File: src/logic/scca_consts.svh
// Constants of the card command acceptance block: register indices,
// field positions, reset values, command class codes and timing counts.
// Assumes inclusion by the top module only.
`ifndef SCCA_CONSTS_SVH
`define SCCA_CONSTS_SVH

// =====================================================================
// Register indices (byte address = index * 4)
`define SCCA_IDX_ERR      4'h1
`define SCCA_IDX_CNT      4'h2
`define SCCA_IDX_SECT     4'h3
`define SCCA_IDX_CYL_LO   4'h4
`define SCCA_IDX_CYL_HI   4'h5
`define SCCA_IDX_DH       4'h6
`define SCCA_IDX_CMD      4'h7
`define SCCA_IDX_CTL      4'hE
`define SCCA_ADDR_IDX     5:2
`define SCCA_ADDR_HIGH    7:6

// =====================================================================
// Field positions
`define SCCA_DH_LBA       6
`define SCCA_DH_DRV       4
`define SCCA_DH_HEAD      3:0
`define SCCA_ST_BSY       7
`define SCCA_ST_RDY       6
`define SCCA_ST_DWF       5
`define SCCA_ST_DSC       4
`define SCCA_ST_DRQ       3
`define SCCA_ST_ERR       0
`define SCCA_ER_ABRT      2
`define SCCA_CTL_SRST     2

// =====================================================================
// Values
`define SCCA_CNT_RST      8'h01
`define SCCA_CNT_STANDBY  8'h00
`define SCCA_CNT_IDLE     8'hFF
`define SCCA_CNT_ZERO     8'h00
`define SCCA_CNT_FULL     9'h100
`define SCCA_STAT_BUSY    8'h80
`define SCCA_CLS_1        2'h1
`define SCCA_CLS_2        2'h2
`define SCCA_CLS_3        2'h3

// =====================================================================
// Timing
`define SCCA_CLK_NS       20
`define SCCA_BSY_MAX_NS   400
`define SCCA_DRQ_C2_US    700
`define SCCA_DRQ_C3_MS    20
`define SCCA_BSY_MAX_CYC  (`SCCA_BSY_MAX_NS / `SCCA_CLK_NS)
`define SCCA_DRQ_C2_CYC   ((`SCCA_DRQ_C2_US * 1000) / `SCCA_CLK_NS)
`define SCCA_DRQ_C3_CYC   ((`SCCA_DRQ_C3_MS * 1000000) / `SCCA_CLK_NS)

`endif

File: src/logic/scca_pkg.sv
// Types of the card command acceptance block.
// Assumes the constants header sits beside it.
`default_nettype none

package scca_pkg;

	// =================================================================
	// Enumerations
	typedef enum logic [1:0] {
		SCCA_PWR_IDLE,
		SCCA_PWR_STANDBY,
		SCCA_PWR_TO_STANDBY,
		SCCA_PWR_FROM_STANDBY
	} scca_power_type;

	typedef enum logic [2:0] {
		ST_IDLE,
		ST_LOOKUP,
		ST_DECODE,
		ST_EXEC,
		ST_PREP,
		ST_XFER
	} scca_fsm_type;

	// =================================================================
	// Carriers
	typedef struct packed {
		logic       known;
		logic [1:0] cls;
		logic       nop;
		logic       pwr;
		logic       fr;
		logic       sc;
		logic       sn;
		logic       cy;
		logic       dhf;
		logic       lba_ok;
	} scca_rom_type;

	typedef struct packed {
		logic [7:0]  code;
		logic [1:0]  cls;
		logic        lba;
		logic        drive;
		logic [27:0] addr;
		logic        addr_valid;
		logic [8:0]  count;
		logic        count_valid;
		logic [7:0]  feature;
		logic        feature_valid;
	} scca_cmd_type;

	typedef struct packed {
		logic done;
		logic fail;
		logic fault;
	} scca_done_type;

	typedef struct packed {
		scca_fsm_type st;
		logic [7:0]   feat;
		logic [7:0]   cnt;
		logic [7:0]   sect;
		logic [7:0]   cyl_lo;
		logic [7:0]   cyl_hi;
		logic [7:0]   dh;
		logic [7:0]   code;
		logic [7:0]   err_reg;
		logic         busy;
		logic         rdy;
		logic         write_fault_flag;
		logic         drq;
		logic         err;
		logic         srst;
		logic [19:0]  timer;
		logic [31:0]  prdata;
		scca_cmd_type cmd;
		logic         start;
		logic         abort;
		logic         irq;
	} scca_state_type;

endpackage : scca_pkg

`default_nettype wire

File: src/logic/scca_cmd_rom.sv
// Command attribute table: one entry per command code, read data
// registered. Assumes the code input is stable for one cycle.
`timescale 1ns/10ps
`default_nettype none

module scca_cmd_rom (
	// Clock and reset
	input  wire logic                  clk_i,
	input  wire logic                  arst_n_i,
	// Lookup
	input  wire logic [7:0]            code_i,
	output scca_pkg::scca_rom_type     info_o
);
	import scca_pkg::*;

	// =================================================================
	// Table
	// Flags: fr sc sn cy dhf lba; unknown codes return all zero
	function automatic scca_rom_type ent(input logic [1:0] c,
		input logic [5:0] f);
		ent = {1'b1, c, 2'h0, f};
	endfunction : ent

	function automatic scca_rom_type lookup(input logic [7:0] code);
		lookup = '0;
		unique casez (code)
			8'h00: lookup = {1'b1, 2'h1, 2'h2, 6'h00};
			8'h98, 8'hE5: lookup = {1'b1, 2'h1, 2'h1, 6'h00};
			8'hC0, 8'hC8, 8'hC4, 8'h20, 8'h21, 8'h40, 8'h41,
			8'hF9, 8'h87: lookup = ent(2'h1, 6'h1F);
			8'h90, 8'hE7, 8'hEC, 8'hE1, 8'h95, 8'hE4, 8'hF8,
			8'h03, 8'hE6, 8'h99, 8'hE2, 8'h96, 8'hE0, 8'h94,
			8'b0001????: lookup = ent(2'h1, 6'h00);
			8'h50: lookup = ent(2'h2, 6'h17);
			8'hE3, 8'h97, 8'hC6: lookup = ent(2'h1, 6'h10);
			8'h91: lookup = ent(2'h1, 6'h12);
			8'b0111????: lookup = ent(2'h1, 6'h0F);
			8'hEF: lookup = ent(2'h1, 6'h20);
			8'hB0: lookup = ent(2'h1, 6'h34);
			8'hF5: lookup = ent(2'h1, 6'h02);
			8'hE8: lookup = ent(2'h2, 6'h00);
			8'hCA, 8'h30, 8'h31, 8'h38: lookup = ent(2'h2, 6'h1F);
			8'hC5, 8'hCD, 8'h3C: lookup = ent(2'h3, 6'h1F);
			default: lookup = '0;
		endcase
	endfunction : lookup

	always_ff @(posedge clk_i or negedge arst_n_i) begin
		if (!arst_n_i) begin
			info_o <= '0;
		end else begin
			info_o <= lookup(code_i);
		end
	end

endmodule : scca_cmd_rom

`default_nettype wire

File: src/logic/scca_top.sv
// Command acceptance of the card task file, reached over APB.
// Assumes a back end that prepares the buffer and executes commands,
// and a power manager on the same clock.
//
// Summary of operation
// - First class sets busy within 400 ns
// - Second class: buffer, request within 700 us
// - Third class: request within 20 ms
// - Legacy no-operation code completes doing nothing
// - Multiple-write codes are third class, addressed
// - Single-sector write codes are second class
// - Native max read and set max first class
// - Drive-only commands ignore the head field
// - Full commands pass drive and head field
// - Power query in standby loads zero count
// - Power query when idle loads all ones
// - Erase has no transfer, may fault
// - Erase takes start address and count
// - Zero sector count means 256 sectors
// - Head bit 6 selects block addressing
// - Busy hides status and blocks task file writes; control stays writable
// - Block addressing only where command allows
//
// Design decisions made here: register access over APB and the register offsets.
`timescale 1ns/10ps
`default_nettype none
`include "scca_consts.svh"

module scca_top #(
	parameter int unsigned DRQ_C2_CYC = `SCCA_DRQ_C2_CYC,
	parameter int unsigned DRQ_C3_CYC = `SCCA_DRQ_C3_CYC
) (
	// Clock and reset
	input  wire logic                  clk_i,
	input  wire logic                  arst_n_i,
	// APB slave
	input  wire logic                  psel_i,
	input  wire logic                  penable_i,
	input  wire logic                  pwrite_i,
	input  wire logic [7:0]            paddr_i,
	input  wire logic [31:0]           pwdata_i,
	output logic [31:0]                prdata_o,
	output logic                       pready_o,
	output logic                       pslverr_o,
	// Power manager
	input  wire scca_pkg::scca_power_type power_mode_i,
	// Back end
	input  wire logic                  buf_ready_i,
	input  wire scca_pkg::scca_done_type done_i,
	output scca_pkg::scca_cmd_type     cmd_o,
	output logic                       cmd_start_o,
	output logic                       cmd_abort_o,
	// Status
	output logic                       busy_o,
	output logic                       drq_o,
	output logic                       irq_o
);
	import scca_pkg::*;

	localparam int BSY_MAX = `SCCA_BSY_MAX_CYC;
	localparam scca_state_type RST_STATE = '{
		st: ST_IDLE, cnt: `SCCA_CNT_RST, default: '0};

	scca_state_type s_ff;
	scca_state_type nxt_s;
	scca_rom_type   info;
	logic [3:0]     idx;
	logic           setup;
	logic           access;
	logic           tf_write;
	logic           refused;
	logic           wr_ok;
	logic [19:0]    lim;

	// =================================================================
	// Helpers
	function automatic logic [7:0] status_byte(input scca_state_type s);
		status_byte = '0;
		if (s.busy) begin
			status_byte = `SCCA_STAT_BUSY;
		end else begin
			status_byte[`SCCA_ST_RDY] = s.rdy;
			status_byte[`SCCA_ST_DWF] = s.write_fault_flag;
			status_byte[`SCCA_ST_DSC] = s.rdy;
			status_byte[`SCCA_ST_DRQ] = s.drq;
			status_byte[`SCCA_ST_ERR] = s.err;
		end
	endfunction : status_byte

	function automatic logic mapped(input logic [7:0] a);
		logic [3:0] i;
		i = a[`SCCA_ADDR_IDX];
		mapped = (a[`SCCA_ADDR_HIGH] == 2'h0) && (a[1:0] == 2'h0) &&
			((i >= `SCCA_IDX_ERR && i <= `SCCA_IDX_CMD) ||
			 i == `SCCA_IDX_CTL);
	endfunction : mapped

	function automatic logic [31:0] read_word(input scca_state_type s,
		input logic [3:0] i);
		logic [7:0] b;
		b = '0;
		case (i)
			`SCCA_IDX_ERR:    b = s.err_reg;
			`SCCA_IDX_CNT:    b = s.cnt;
			`SCCA_IDX_SECT:   b = s.sect;
			`SCCA_IDX_CYL_LO: b = s.cyl_lo;
			`SCCA_IDX_CYL_HI: b = s.cyl_hi;
			`SCCA_IDX_DH:     b = s.dh;
			`SCCA_IDX_CMD,
			`SCCA_IDX_CTL:    b = status_byte(s);
			default:          b = '0;
		endcase
		read_word = {24'h0, b};
	endfunction : read_word

	// Address, feature and block mode are gated by the table entry; drive and count pass as loaded
	function automatic scca_cmd_type build_cmd(input scca_state_type s,
		input scca_rom_type f);
		scca_cmd_type c;
		c = '0;
		c.code  = s.code;
		c.cls   = f.cls;
		c.lba   = f.lba_ok & s.dh[`SCCA_DH_LBA];
		c.drive = s.dh[`SCCA_DH_DRV];
		// Drive-only commands mask the head nibble to zero
		c.addr[27:24] = f.dhf ? s.dh[`SCCA_DH_HEAD] : 4'h0;
		c.addr[23:8]  = f.cy ? {s.cyl_hi, s.cyl_lo} : 16'h0;
		c.addr[7:0]   = f.sn ? s.sect : 8'h0;
		c.addr_valid  = f.sn | f.cy;
		c.count = (s.cnt == `SCCA_CNT_ZERO) ? `SCCA_CNT_FULL :
			{1'b0, s.cnt};
		c.count_valid   = f.sc;
		c.feature       = f.fr ? s.feat : 8'h0;
		c.feature_valid = f.fr;
		build_cmd = c;
	endfunction : build_cmd

	// =================================================================
	// Command table
	scca_cmd_rom u_rom (
		.clk_i    (clk_i),
		.arst_n_i (arst_n_i),
		.code_i   (s_ff.code),
		.info_o   (info)
	);

	// =================================================================
	// APB decode
	// Zero wait states: read data is captured in the setup cycle
	assign idx      = paddr_i[`SCCA_ADDR_IDX];
	assign setup    = psel_i & ~penable_i;
	assign access   = psel_i & penable_i;
	assign tf_write = pwrite_i && idx != `SCCA_IDX_CTL;
	// Task file is the card's own while busy; control stays writable
	assign refused  = !mapped(paddr_i) || (tf_write && s_ff.busy);
	assign wr_ok    = access & pwrite_i & ~refused;
	assign pready_o  = access;
	assign pslverr_o = access & refused;
	assign lim = (s_ff.cmd.cls == `SCCA_CLS_3) ? DRQ_C3_CYC[19:0] :
		DRQ_C2_CYC[19:0];

	// =================================================================
	// Next state
	always_comb begin
		nxt_s = s_ff;
		nxt_s.start = 1'b0;
		nxt_s.abort = 1'b0;
		nxt_s.irq   = 1'b0;
		nxt_s.rdy   = 1'b1;
		if (setup) begin
			nxt_s.prdata = mapped(paddr_i) ? read_word(s_ff, idx) : '0;
		end
		unique case (s_ff.st)
			ST_IDLE: begin
			end
			ST_LOOKUP: begin
				nxt_s.st = ST_DECODE;
			end
			ST_DECODE: begin
				nxt_s.st = ST_IDLE;
				if (!info.known) begin
					nxt_s.err = 1'b1;
					nxt_s.err_reg[`SCCA_ER_ABRT] = 1'b1;
					nxt_s.busy = 1'b0;
					nxt_s.irq  = 1'b1;
				end else if (info.pwr) begin
					nxt_s.cnt = (power_mode_i == SCCA_PWR_IDLE) ?
						`SCCA_CNT_IDLE : `SCCA_CNT_STANDBY;
					nxt_s.busy = 1'b0;
					nxt_s.irq  = 1'b1;
				end else if (info.nop) begin
					nxt_s.busy = 1'b0;
					nxt_s.irq  = 1'b1;
				end else begin
					nxt_s.cmd   = build_cmd(s_ff, info);
					nxt_s.start = 1'b1;
					nxt_s.timer = '0;
					// Erase and other first-class commands have no transfer
					nxt_s.st = (info.cls == `SCCA_CLS_1) ? ST_EXEC :
						ST_PREP;
				end
			end
			ST_EXEC: begin
				if (done_i.done) begin
					nxt_s.busy = 1'b0;
					nxt_s.err  = done_i.fail;
					nxt_s.err_reg[`SCCA_ER_ABRT] = done_i.fail;
					nxt_s.write_fault_flag  = done_i.fault;
					nxt_s.irq  = 1'b1;
					nxt_s.st   = ST_IDLE;
				end
			end
			ST_PREP: begin
				nxt_s.timer = s_ff.timer + 20'h1;
				if (buf_ready_i) begin
					// Busy drops on the same edge that raises the request
					nxt_s.drq  = 1'b1;
					nxt_s.busy = 1'b0;
					nxt_s.st   = ST_XFER;
				end else if (s_ff.timer >= lim - 20'h1) begin
					// A late buffer is aborted rather than overrunning
					nxt_s.abort = 1'b1;
					nxt_s.err   = 1'b1;
					nxt_s.err_reg[`SCCA_ER_ABRT] = 1'b1;
					nxt_s.busy  = 1'b0;
					nxt_s.irq   = 1'b1;
					nxt_s.st    = ST_IDLE;
				end
			end
			ST_XFER: begin
				if (done_i.done) begin
					nxt_s.drq = 1'b0;
					nxt_s.err = done_i.fail;
					nxt_s.err_reg[`SCCA_ER_ABRT] = done_i.fail;
					nxt_s.write_fault_flag = done_i.fault;
					nxt_s.irq = 1'b1;
					nxt_s.st  = ST_IDLE;
				end
			end
		endcase
		if (wr_ok) begin
			case (idx)
				`SCCA_IDX_ERR:    nxt_s.feat   = pwdata_i[7:0];
				`SCCA_IDX_CNT:    nxt_s.cnt    = pwdata_i[7:0];
				`SCCA_IDX_SECT:   nxt_s.sect   = pwdata_i[7:0];
				`SCCA_IDX_CYL_LO: nxt_s.cyl_lo = pwdata_i[7:0];
				`SCCA_IDX_CYL_HI: nxt_s.cyl_hi = pwdata_i[7:0];
				`SCCA_IDX_DH:     nxt_s.dh     = pwdata_i[7:0];
				`SCCA_IDX_CTL:    nxt_s.srst = pwdata_i[`SCCA_CTL_SRST];
				default: begin
				end
			endcase
			// The code write is the start; parameters were loaded before
			if (idx == `SCCA_IDX_CMD) begin
				nxt_s.code    = pwdata_i[7:0];
				nxt_s.busy    = 1'b1;
				nxt_s.drq     = 1'b0;
				nxt_s.err     = 1'b0;
				nxt_s.write_fault_flag     = 1'b0;
				nxt_s.err_reg = '0;
				nxt_s.abort   = (s_ff.st == ST_XFER);
				nxt_s.st      = ST_LOOKUP;
			end
		end
		// Soft reset holds the machine in its reset values
		if (s_ff.srst) begin
			nxt_s        = RST_STATE;
			nxt_s.srst   = wr_ok && idx == `SCCA_IDX_CTL ?
				pwdata_i[`SCCA_CTL_SRST] : 1'b1;
			nxt_s.prdata = setup ? read_word(s_ff, idx) : s_ff.prdata;
			nxt_s.abort  = (s_ff.st != ST_IDLE);
		end
	end

	always_ff @(posedge clk_i or negedge arst_n_i) begin
		if (!arst_n_i) begin
			s_ff <= RST_STATE;
		end else begin
			s_ff <= nxt_s;
		end
	end

	assign prdata_o    = s_ff.prdata;
	assign cmd_o       = s_ff.cmd;
	assign cmd_start_o = s_ff.start;
	assign cmd_abort_o = s_ff.abort;
	assign busy_o      = s_ff.busy;
	assign drq_o       = s_ff.drq;
	assign irq_o       = s_ff.irq;

	// =================================================================
	// Assertions
	a_busy_on_cmd: assert property (
		@(posedge clk_i) disable iff (!arst_n_i)
		wr_ok && idx == `SCCA_IDX_CMD && !s_ff.srst
		|-> ##[1:BSY_MAX] busy_o)
		else $error("busy not raised after command write");

	a_drq_drops_busy: assert property (
		@(posedge clk_i) disable iff (!arst_n_i)
		$rose(drq_o) |-> !busy_o && $past(s_ff.st) == ST_PREP)
		else $error("busy still set when data request rose");

	a_prep_bound: assert property (
		@(posedge clk_i) disable iff (!arst_n_i)
		s_ff.st == ST_PREP |-> s_ff.timer < lim)
		else $error("data request wait overran its limit");

	a_nop_quiet: assert property (
		@(posedge clk_i) disable iff (!arst_n_i || s_ff.srst)
		s_ff.st == ST_DECODE && info.known && info.nop
		|=> !busy_o && irq_o && !cmd_start_o && !s_ff.err)
		else $error("no-operation code did not complete quietly");

	a_wr_multi_cls: assert property (
		@(posedge clk_i) disable iff (!arst_n_i || s_ff.srst)
		s_ff.st == ST_DECODE &&
		(s_ff.code == 8'hC5 || s_ff.code == 8'hCD)
		|=> cmd_start_o && cmd_o.cls == `SCCA_CLS_3 &&
			s_ff.st == ST_PREP)
		else $error("multiple write not third class");

	a_wr_single_cls: assert property (
		@(posedge clk_i) disable iff (!arst_n_i || s_ff.srst)
		s_ff.st == ST_DECODE && (s_ff.code == 8'h30 ||
		s_ff.code == 8'h31 || s_ff.code == 8'h38)
		|=> cmd_o.cls == `SCCA_CLS_2 && cmd_o.addr_valid)
		else $error("single write not second class");

	a_max_addr_cls: assert property (
		@(posedge clk_i) disable iff (!arst_n_i || s_ff.srst)
		s_ff.st == ST_DECODE &&
		(s_ff.code == 8'hF8 || s_ff.code == 8'hF9)
		|=> s_ff.st == ST_EXEC && cmd_o.cls == `SCCA_CLS_1 &&
			cmd_o.addr_valid == (cmd_o.code == 8'hF9))
		else $error("max address command misdecoded");

	a_head_mask: assert property (
		@(posedge clk_i) disable iff (!arst_n_i || s_ff.srst)
		cmd_start_o && !$past(info.dhf) |-> cmd_o.addr[27:24] == 4'h0)
		else $error("head field passed for drive-only command");

	a_head_full: assert property (
		@(posedge clk_i) disable iff (!arst_n_i || s_ff.srst)
		cmd_start_o && $past(info.dhf)
		|-> cmd_o.addr[27:24] == $past(s_ff.dh[`SCCA_DH_HEAD]) &&
			cmd_o.drive == $past(s_ff.dh[`SCCA_DH_DRV]))
		else $error("head field lost for full command");

	a_pwr_standby: assert property (
		@(posedge clk_i) disable iff (!arst_n_i || s_ff.srst)
		s_ff.st == ST_DECODE && info.pwr && info.known &&
		power_mode_i != SCCA_PWR_IDLE
		|=> s_ff.cnt == `SCCA_CNT_STANDBY && !busy_o && irq_o)
		else $error("standby power query result wrong");

	a_pwr_idle: assert property (
		@(posedge clk_i) disable iff (!arst_n_i || s_ff.srst)
		s_ff.st == ST_DECODE && info.pwr && info.known &&
		power_mode_i == SCCA_PWR_IDLE
		|=> s_ff.cnt == `SCCA_CNT_IDLE && !busy_o && irq_o)
		else $error("idle power query result wrong");

	a_erase_fault: assert property (
		@(posedge clk_i) disable iff (!arst_n_i || s_ff.srst)
		s_ff.st == ST_EXEC && done_i.done |=> s_ff.write_fault_flag ==
			$past(done_i.fault) && !drq_o && !busy_o)
		else $error("erase completion status wrong");

	a_count_full: assert property (
		@(posedge clk_i) disable iff (!arst_n_i || s_ff.srst)
		cmd_start_o && $past(s_ff.cnt) == `SCCA_CNT_ZERO
		|-> cmd_o.count == `SCCA_CNT_FULL)
		else $error("zero count not read as 256");

	a_lba_gate: assert property (
		@(posedge clk_i) disable iff (!arst_n_i || s_ff.srst)
		cmd_start_o |-> cmd_o.lba ==
			($past(info.lba_ok) && $past(s_ff.dh[`SCCA_DH_LBA])))
		else $error("addressing mode bit misapplied");

	a_busy_hides: assert property (
		@(posedge clk_i) disable iff (!arst_n_i)
		setup && s_ff.busy && paddr_i == {2'h0, `SCCA_IDX_CMD, 2'h0}
		|=> prdata_o == {24'h0, `SCCA_STAT_BUSY})
		else $error("status bits visible while busy");

	a_unknown_abort: assert property (
		@(posedge clk_i) disable iff (!arst_n_i || s_ff.srst)
		s_ff.st == ST_DECODE && !info.known
		|=> !busy_o && s_ff.err && s_ff.err_reg[`SCCA_ER_ABRT])
		else $error("unknown code not aborted");

endmodule : scca_top

`default_nettype wire

File: config.mk
export PLATFORM = sky130hd
export DESIGN_NAME = scca_top
export DESIGN_NICKNAME = d
export VERILOG_FILES = /design/src/logic/scca_pkg.sv /design/src/logic/scca_cmd_rom.sv /design/src/logic/scca_top.sv
export VERILOG_INCLUDE_DIRS = /design/src /design/src/logic
export SDC_FILE = /design/constraint.sdc
export NUM_CORES = 1
export LEC_CHECK = 0
export BUFFER_PORTS_ARGS = -buffer_cell sky130_fd_sc_hd__buf_2
export CORE_UTILIZATION = 30
export DETAILED_ROUTE_END_ITERATION = 10
export PLACE_DENSITY = 0.48
export SLEW_MARGIN = 40
export SYNTH_ARGS = -nofsm -noshare
export SYNTH_HDL_FRONTEND = slang
export SYNTH_SLANG_ARGS = --single-unit
File: constraint.sdc
create_clock -name clk_i -period 4.6 [get_ports clk_i]
set_input_delay 0.92 -clock clk_i [delete_from_list [all_inputs] [get_ports clk_i]]
set_output_delay 0.92 -clock clk_i [all_outputs]
set_load 0.02 [all_outputs]
==> results.cfg, run 1 <==
[critical_path]
cp_max_fo = 10
crit_buf_inv = 2
slowest_stage = a221oi_4
path_cells = buf_2 > nand2b_4 > a221oi_4 > nor2_1 > nor2_1 > nor2_1 > buf_2
critPathLaunch = paddr_i[2]
cp.required_ns = 3.68
worst_path_most_repeated_cell = nor2_1
worstSetupPathType = input pin to output port
path_delay_family = compound AO/OA/AOI/OAI gates
worstSetupStartpointType = input pin
critPathMaxStageDelay_ns = 0.58
endpoint_kind = output port
cp.arrival_ns = 2.33
crit-reg2reg-launch = s_ff[186]$_DFF_PN0_

[route]
via_per_inst = 5.00
finalWirelength_mm = 24.2
drc = 0
initialDrtViolationCount = 668
first_pass_iters = 5
vias = 6610
antenna_violating_nets_post_route = 0
routedWlPerCell_um = 18.3

[cts]
cts_buffers = 17
clk_latency_ns = 0.43
clkTransAtPathRegs_ns = 0.07
htreeDepth = 4
ctsLongestPathBuffers = 2
clkSinkCount = 168
postCtsSetupRepairBufs = 0
post_cts_resized = 0
root_buffer = clkbuf_16
holdBufCountCts = 0
cts_tree = done

[logic_synthesis]
synth-edff-count = 0
synthArstFlopShare = 1.00
ys_top_cells_by_count = dfrtp_1 (167), nand2_1 (100), buf_4 (92)
synthTopCellsByArea = dfrtp_1 (47%), buf_4 (7.7%), mux2i_1 (4.6%)
synth.distinct_cells = 77
synth_flop_cell = dfrtp_1
synth_area_um2 = 8940
syn_inst = 920
yosysMostFrequentCell = dfrtp_1
synth.top_cell.area_share = 0.468
synth_seq_area_share = 0.471
ys_seq_elements = 168
postSynthAreaPerCell_um2 = 9.71
yosys_warnings = 0
yosysTopAreaCell = dfrtp_1

[global_routing]
grt_pass1_vias = 6391
grt_max_degree = 91
antenna_found_initial = 0
grt_pass1_wl_mm = 38.5
track_usage = 0.163
grt_remaining_overflow = 0

[sta]
period_minus_slack_ns = 3.25
period_share = 0.706
rsz0062_at_grt = false
fin_tns_setup_ns = 0
clock.fmax_mhz = 308
worst_pin_slew_ns = 0.849
final.setup.worst_slack_ns = 1.35
drv_slew = 0
setup_viol = 0
final.setup_skew_ns = 0.0109
hold_viol = 0
hold_slack_ns = 0.474
slew_headroom = 0.433

[worst_hold_path]
min_path_type = input pin to async pin

[finish]
area_growth_syn_to_layout_pct = 9.59
fillCellCount = 2984
drive_above_1_share = 0.182
final_util = 0.338
final_nets = 987
diodes = 0
fin_area_um2 = 9790

[pwr]
vdd_ir_drop_max_mv = 0.266
p_leak_nw = 4.86
p_per_area_nw_per_um2 = 330

[floorplan]
start_util = 0.308
core_region_area_um2 = 29000
pin_count = 150
fp.dieW_um = 175
die_y_um = 175
die_area_um2 = 30500
num_rows = 62

[placed_design]
place.gp.congestion = 0.848
pre_cts_ws_ns = 1.35
place_area_um2 = 9170
io_buffers = 101
post-dp-hpwl_mm = 16.8

[status]
status = finished, final reports clean

[run]
maxCapViolCount = 0
==> stage by stage <==
| stage | std cells | power, mW |
|---|---|---|
| floorplan | 943 | 1.66 |
| global placement | 1290 | 1.73 |
| detailed placement | 1290 | 1.74 |
| CTS | 1322 | 3.27 |
| global route | 1322 | 3.35 |
| finish | 1322 | 3.23 |
==> per-layer routing <==
metal,wire length (µm),track usage
met1,11800,0.235
met2,11100,0.252
met5,0,0
met4,317,0.0431
met3,911,0.0276
==> final cells by class <==
cell class	count	area (µm²)	share of cell area
repair buffers	110	583	0.0595
flip-flops and latches	168	4210	0.429
inverters	14	52.6	0.00537
clock inverters	15	201	0.0206
multi-input cells	614	3840	0.393
well taps	384	480	0.0491
clock buffers	17	425	0.0434
==> state kept, by name (all words and copies together), names as in the netlist <==
| register | cells |
|---|---|
| cmd_o | 60 |
| busy_o | 1 |
| cmd_start_o | 1 |
| s_ff | 84 |
| u_rom.info_o | 11 |
| cmd_abort_o | 1 |
| irq_o | 1 |
| drq_o | 1 |
| prdata_o | 8 |
==> placed cells by master (no fill, tap or decap), types with 14 or more instances in the layout <==
| master | synthesis | routed |
|---|---|---|
| mux2i_1 | 41 | 41 |
| nand2_1 | 100 | 100 |
| a21oi_1 | 52 | 52 |
| o21ai_0 | 35 | 34 |
| nor2_1 | 88 | 86 |
| clkbuf_16 | 0 | 17 |
| inv_1 | 14 | 14 |
| and3_1 | 17 | 17 |
| buf_2 | 10 | 100 |
| conb_1 | 1 | 24 |
| nand3_1 | 32 | 32 |
| dfrtp_1 | 167 | 166 |
| a22o_1 | 41 | 41 |
==> power by group <==
part           switching [mW]  internal, mW  total, mW  leakage [nW]
Sequential             0.0346          1.50       1.53          2.28
Combinational           0.121        0.0499      0.171          2.27
Clock                   0.728         0.796       1.52         0.302
Total                   0.884          2.34       3.23          4.86
==> worst paths after layout <==
check	to	slack (ns)	cells past startpoint
setup / recovery	pslverr_o	1.35	7
hold reg to reg	cmd_o[0]$_DFFE_PN0P_	0.48	1
max in group asynchronous	s_ff[146]$_DFFE_PN0P_	3.18	2
setup reg to reg	cmd_o[19]$_DFFE_PN0P_	1.53	6
hold / removal	cmd_o[0]$_DFFE_PN0P_	0.47	1
min in group clk_i	cmd_o[0]$_DFFE_PN0P_	0.48	1
==> kinds of logic (layout without fill, tap and decap cells) <==
family | count (synthesis) | after routing | synth area share
adders and majority gates | 11 | 11 | 0.0154
other | 1 | 24 | 0.000420
AOI/OAI and AO/OA | 201 | 201 | 0.163
muxes | 42 | 42 | 0.0472
and+or+nand+nor | 322 | 322 | 0.179
xor gates and xnor gates | 14 | 14 | 0.0137
DFF | 168 | 168 | 0.471
buffers and inverters | 161 | 156 | 0.111
(Power assumes the default switching activity.)
==> run 2: changes to the inputs <==
Clock period 4.6 ns to 3.3 ns, I/O delays scaled along.
==> run 2 against run 1 <==
- wire length rose by 0.82%
- worst hold slack got worse by 0.26 ns
- via count increased by 1.5%
- largest power group unchanged
- clock power is 36% higher
- first-iteration DRC count decreased by 11%
==> results.cfg, run 2 (same netlist as run 1, synthesis figures left out) <==
[sta]
worst_pin_slew_ns = 0.809
period_share = 0.815
slew_headroom = 0.461
rsz0062_at_grt = false
hold_viol = 0
drv_slew = 0
hold_slack_ns = 0.214
clock.fmax_mhz = 372
setup_viol = 0
final.setup.worst_slack_ns = 0.612
final.setup_skew_ns = 0.0166
period_minus_slack_ns = 2.69
fin_tns_setup_ns = 0

[pwr]
pwr-share-clk = 0.463
switching_share = 0.279
seqPwrFrac = 0.481
p_sw_mw = 1.24
p_per_area_nw_per_um2 = 448
combinationalPowerShare = 0.056
vdd_ir_drop_max_mv = 0.356
p_leak_nw = 4.94
design_power_total_mw = 4.44
internal_power_mw = 3.20

[placed_design]
io_buffers = 101
post-dp-hpwl_mm = 17.2
place.gp.congestion = 0.844
place_area_um2 = 9290
pre_cts_ws_ns = 0.619

[global_routing]
use_met2 = 0.252
grt_max_degree = 72
antenna_found_initial = 0
track_usage = 0.163
grt_pass1_wl_mm = 38.5
grt-busiest-layer = met2
grt_remaining_overflow = 0
grt_pass1_vias = 6377
grt_util_met3 = 0.0261
use_met1 = 0.239

[finish]
fin_area_um2 = 9910
largest_reg_flops = 84
fillCellCount = 3029
final_nets = 1003
diodes = 0
drive_above_1_share = 0.195
final_common_cell = dfrtp_1
mostFrequentLayoutCells = dfrtp_1 (166), nand2_1 (100), buf_2 (100), nor2_1 (86), a21oi_1 (52)
regMostFlops = s_ff
area_growth_syn_to_layout_pct = 10.9

[route]
antenna_violating_nets_post_route = 0
drc = 0
vias = 6707
initialDrtViolationCount = 596
via_per_inst = 5.01
first_pass_iters = 6
finalWirelength_mm = 24.4
routedWlPerCell_um = 18.2

[critical_path]
cp_max_fo = 8
crit-reg2reg-launch = cmd_o[51]$_DFFE_PN0P_
rr_endpoint = irq_o$_DFF_PN0_
crit_path_end = irq_o$_DFF_PN0_
worstSetupPathType = flip-flop to flip-flop
critPathLaunch = cmd_o[51]$_DFFE_PN0P_
reg2reg_depth = 8
endpoint_kind = flip-flop
cp.arrival_ns = 3.06
worstSetupStartpointType = flip-flop
cp.required_ns = 3.67
reg2reg_slack_ns = 0.61

[floorplan]
start_util = 0.308
pin_count = 150
fp.dieW_um = 175
core_region_area_um2 = 29000
die_y_um = 175
die_area_um2 = 30500
num_rows = 62

[cts]
clkTransAtPathRegs_ns = 0.07
postCtsSetupRepairBufs = 0
cts_tree = done
post_cts_resized = 0
clk_latency_ns = 0.44
clkSinkCount = 168
cts_buffers = 17
ctsLongestPathBuffers = 2
htreeDepth = 4
root_buffer = clkbuf_16
holdBufCountCts = 0

[status]
status = finished, final reports clean

[worst_hold_path]
min_path_type = input pin to async pin

[run]
maxCapViolCount = 0
==> run 2: cell count changes in the layout (fill, tap and decap cells not counted), sizes merged <==
cell      change
buf          +16
clkinv        +5
inv           -3
bufinv        -1
clkinvlp      -1
==> run 2: power by group through the flow <==
stage / Combinational, mW / Clock [mW] / Sequential [mW]
floorplan: 0.157 / 0 / 2.15
global placement: 0.251 / 0 / 2.18
detailed placement: 0.252 / 0 / 2.18
CTS: 0.252 / 2.11 / 2.13
global route: 0.276 / 2.19 / 2.14
finish: 0.249 / 2.06 / 2.14
==> run 2: layer usage <==
metal  part of all wire  up-vias
met5                  0        -
li1                   -     3217
met4             0.0087        0
met1               0.50     3300
met3              0.036       14
met2               0.46      176
==> run 2: final cells by class <==
type | count | area, µm² | area share
Clock inverter | 15 | 194 | 0.0196
Multi-Input combinational cell | 614 | 3840 | 0.388
Sequential cell | 168 | 4210 | 0.424
Tap cell | 384 | 480 | 0.0485
Clock buffer | 17 | 425 | 0.0429
Timing Repair Buffer | 126 | 712 | 0.0718
Inverter | 14 | 52.6 | 0.00530
==> run 2: per-stage QoR <==
step	util	instances
3_5_place_dp	0.320	1306
6_report	0.342	1338
3_3_place_gp	0.320	1306
5_1_grt	0.342	1338
4_1_cts	0.341	1338
2_1_floorplan	-	943
==> run 2: how the worst min path moves through the flow <==
stage                         startpoint                    to  slack, ns  cells past startpoint
finish                          arst_n_i  cmd_o[0]$_DFFE_PN0P_       0.21                      1
global placement    cmd_o[0]$_DFFE_PN0P_  cmd_o[0]$_DFFE_PN0P_       0.46                      1
global route                    arst_n_i  cmd_o[0]$_DFFE_PN0P_       0.29                      1
detailed placement  cmd_o[0]$_DFFE_PN0P_  cmd_o[0]$_DFFE_PN0P_       0.47                      1
CTS                             arst_n_i  cmd_o[0]$_DFFE_PN0P_       0.26                      1
floorplan                       arst_n_i      busy_o$_DFF_PN0_       0.36                      0
==> run 2: worst max-delay path, stage by stage (launching register included) <==
cell	delay, ns
dfrtp_1	0.40
nand2_1	0.25
inv_1	0.15
ha_1	0.34
nand4bb_1	0.13
or3_1	0.38
a31o_2	0.23
a21boi_0	0.54
o21a_1	0.22
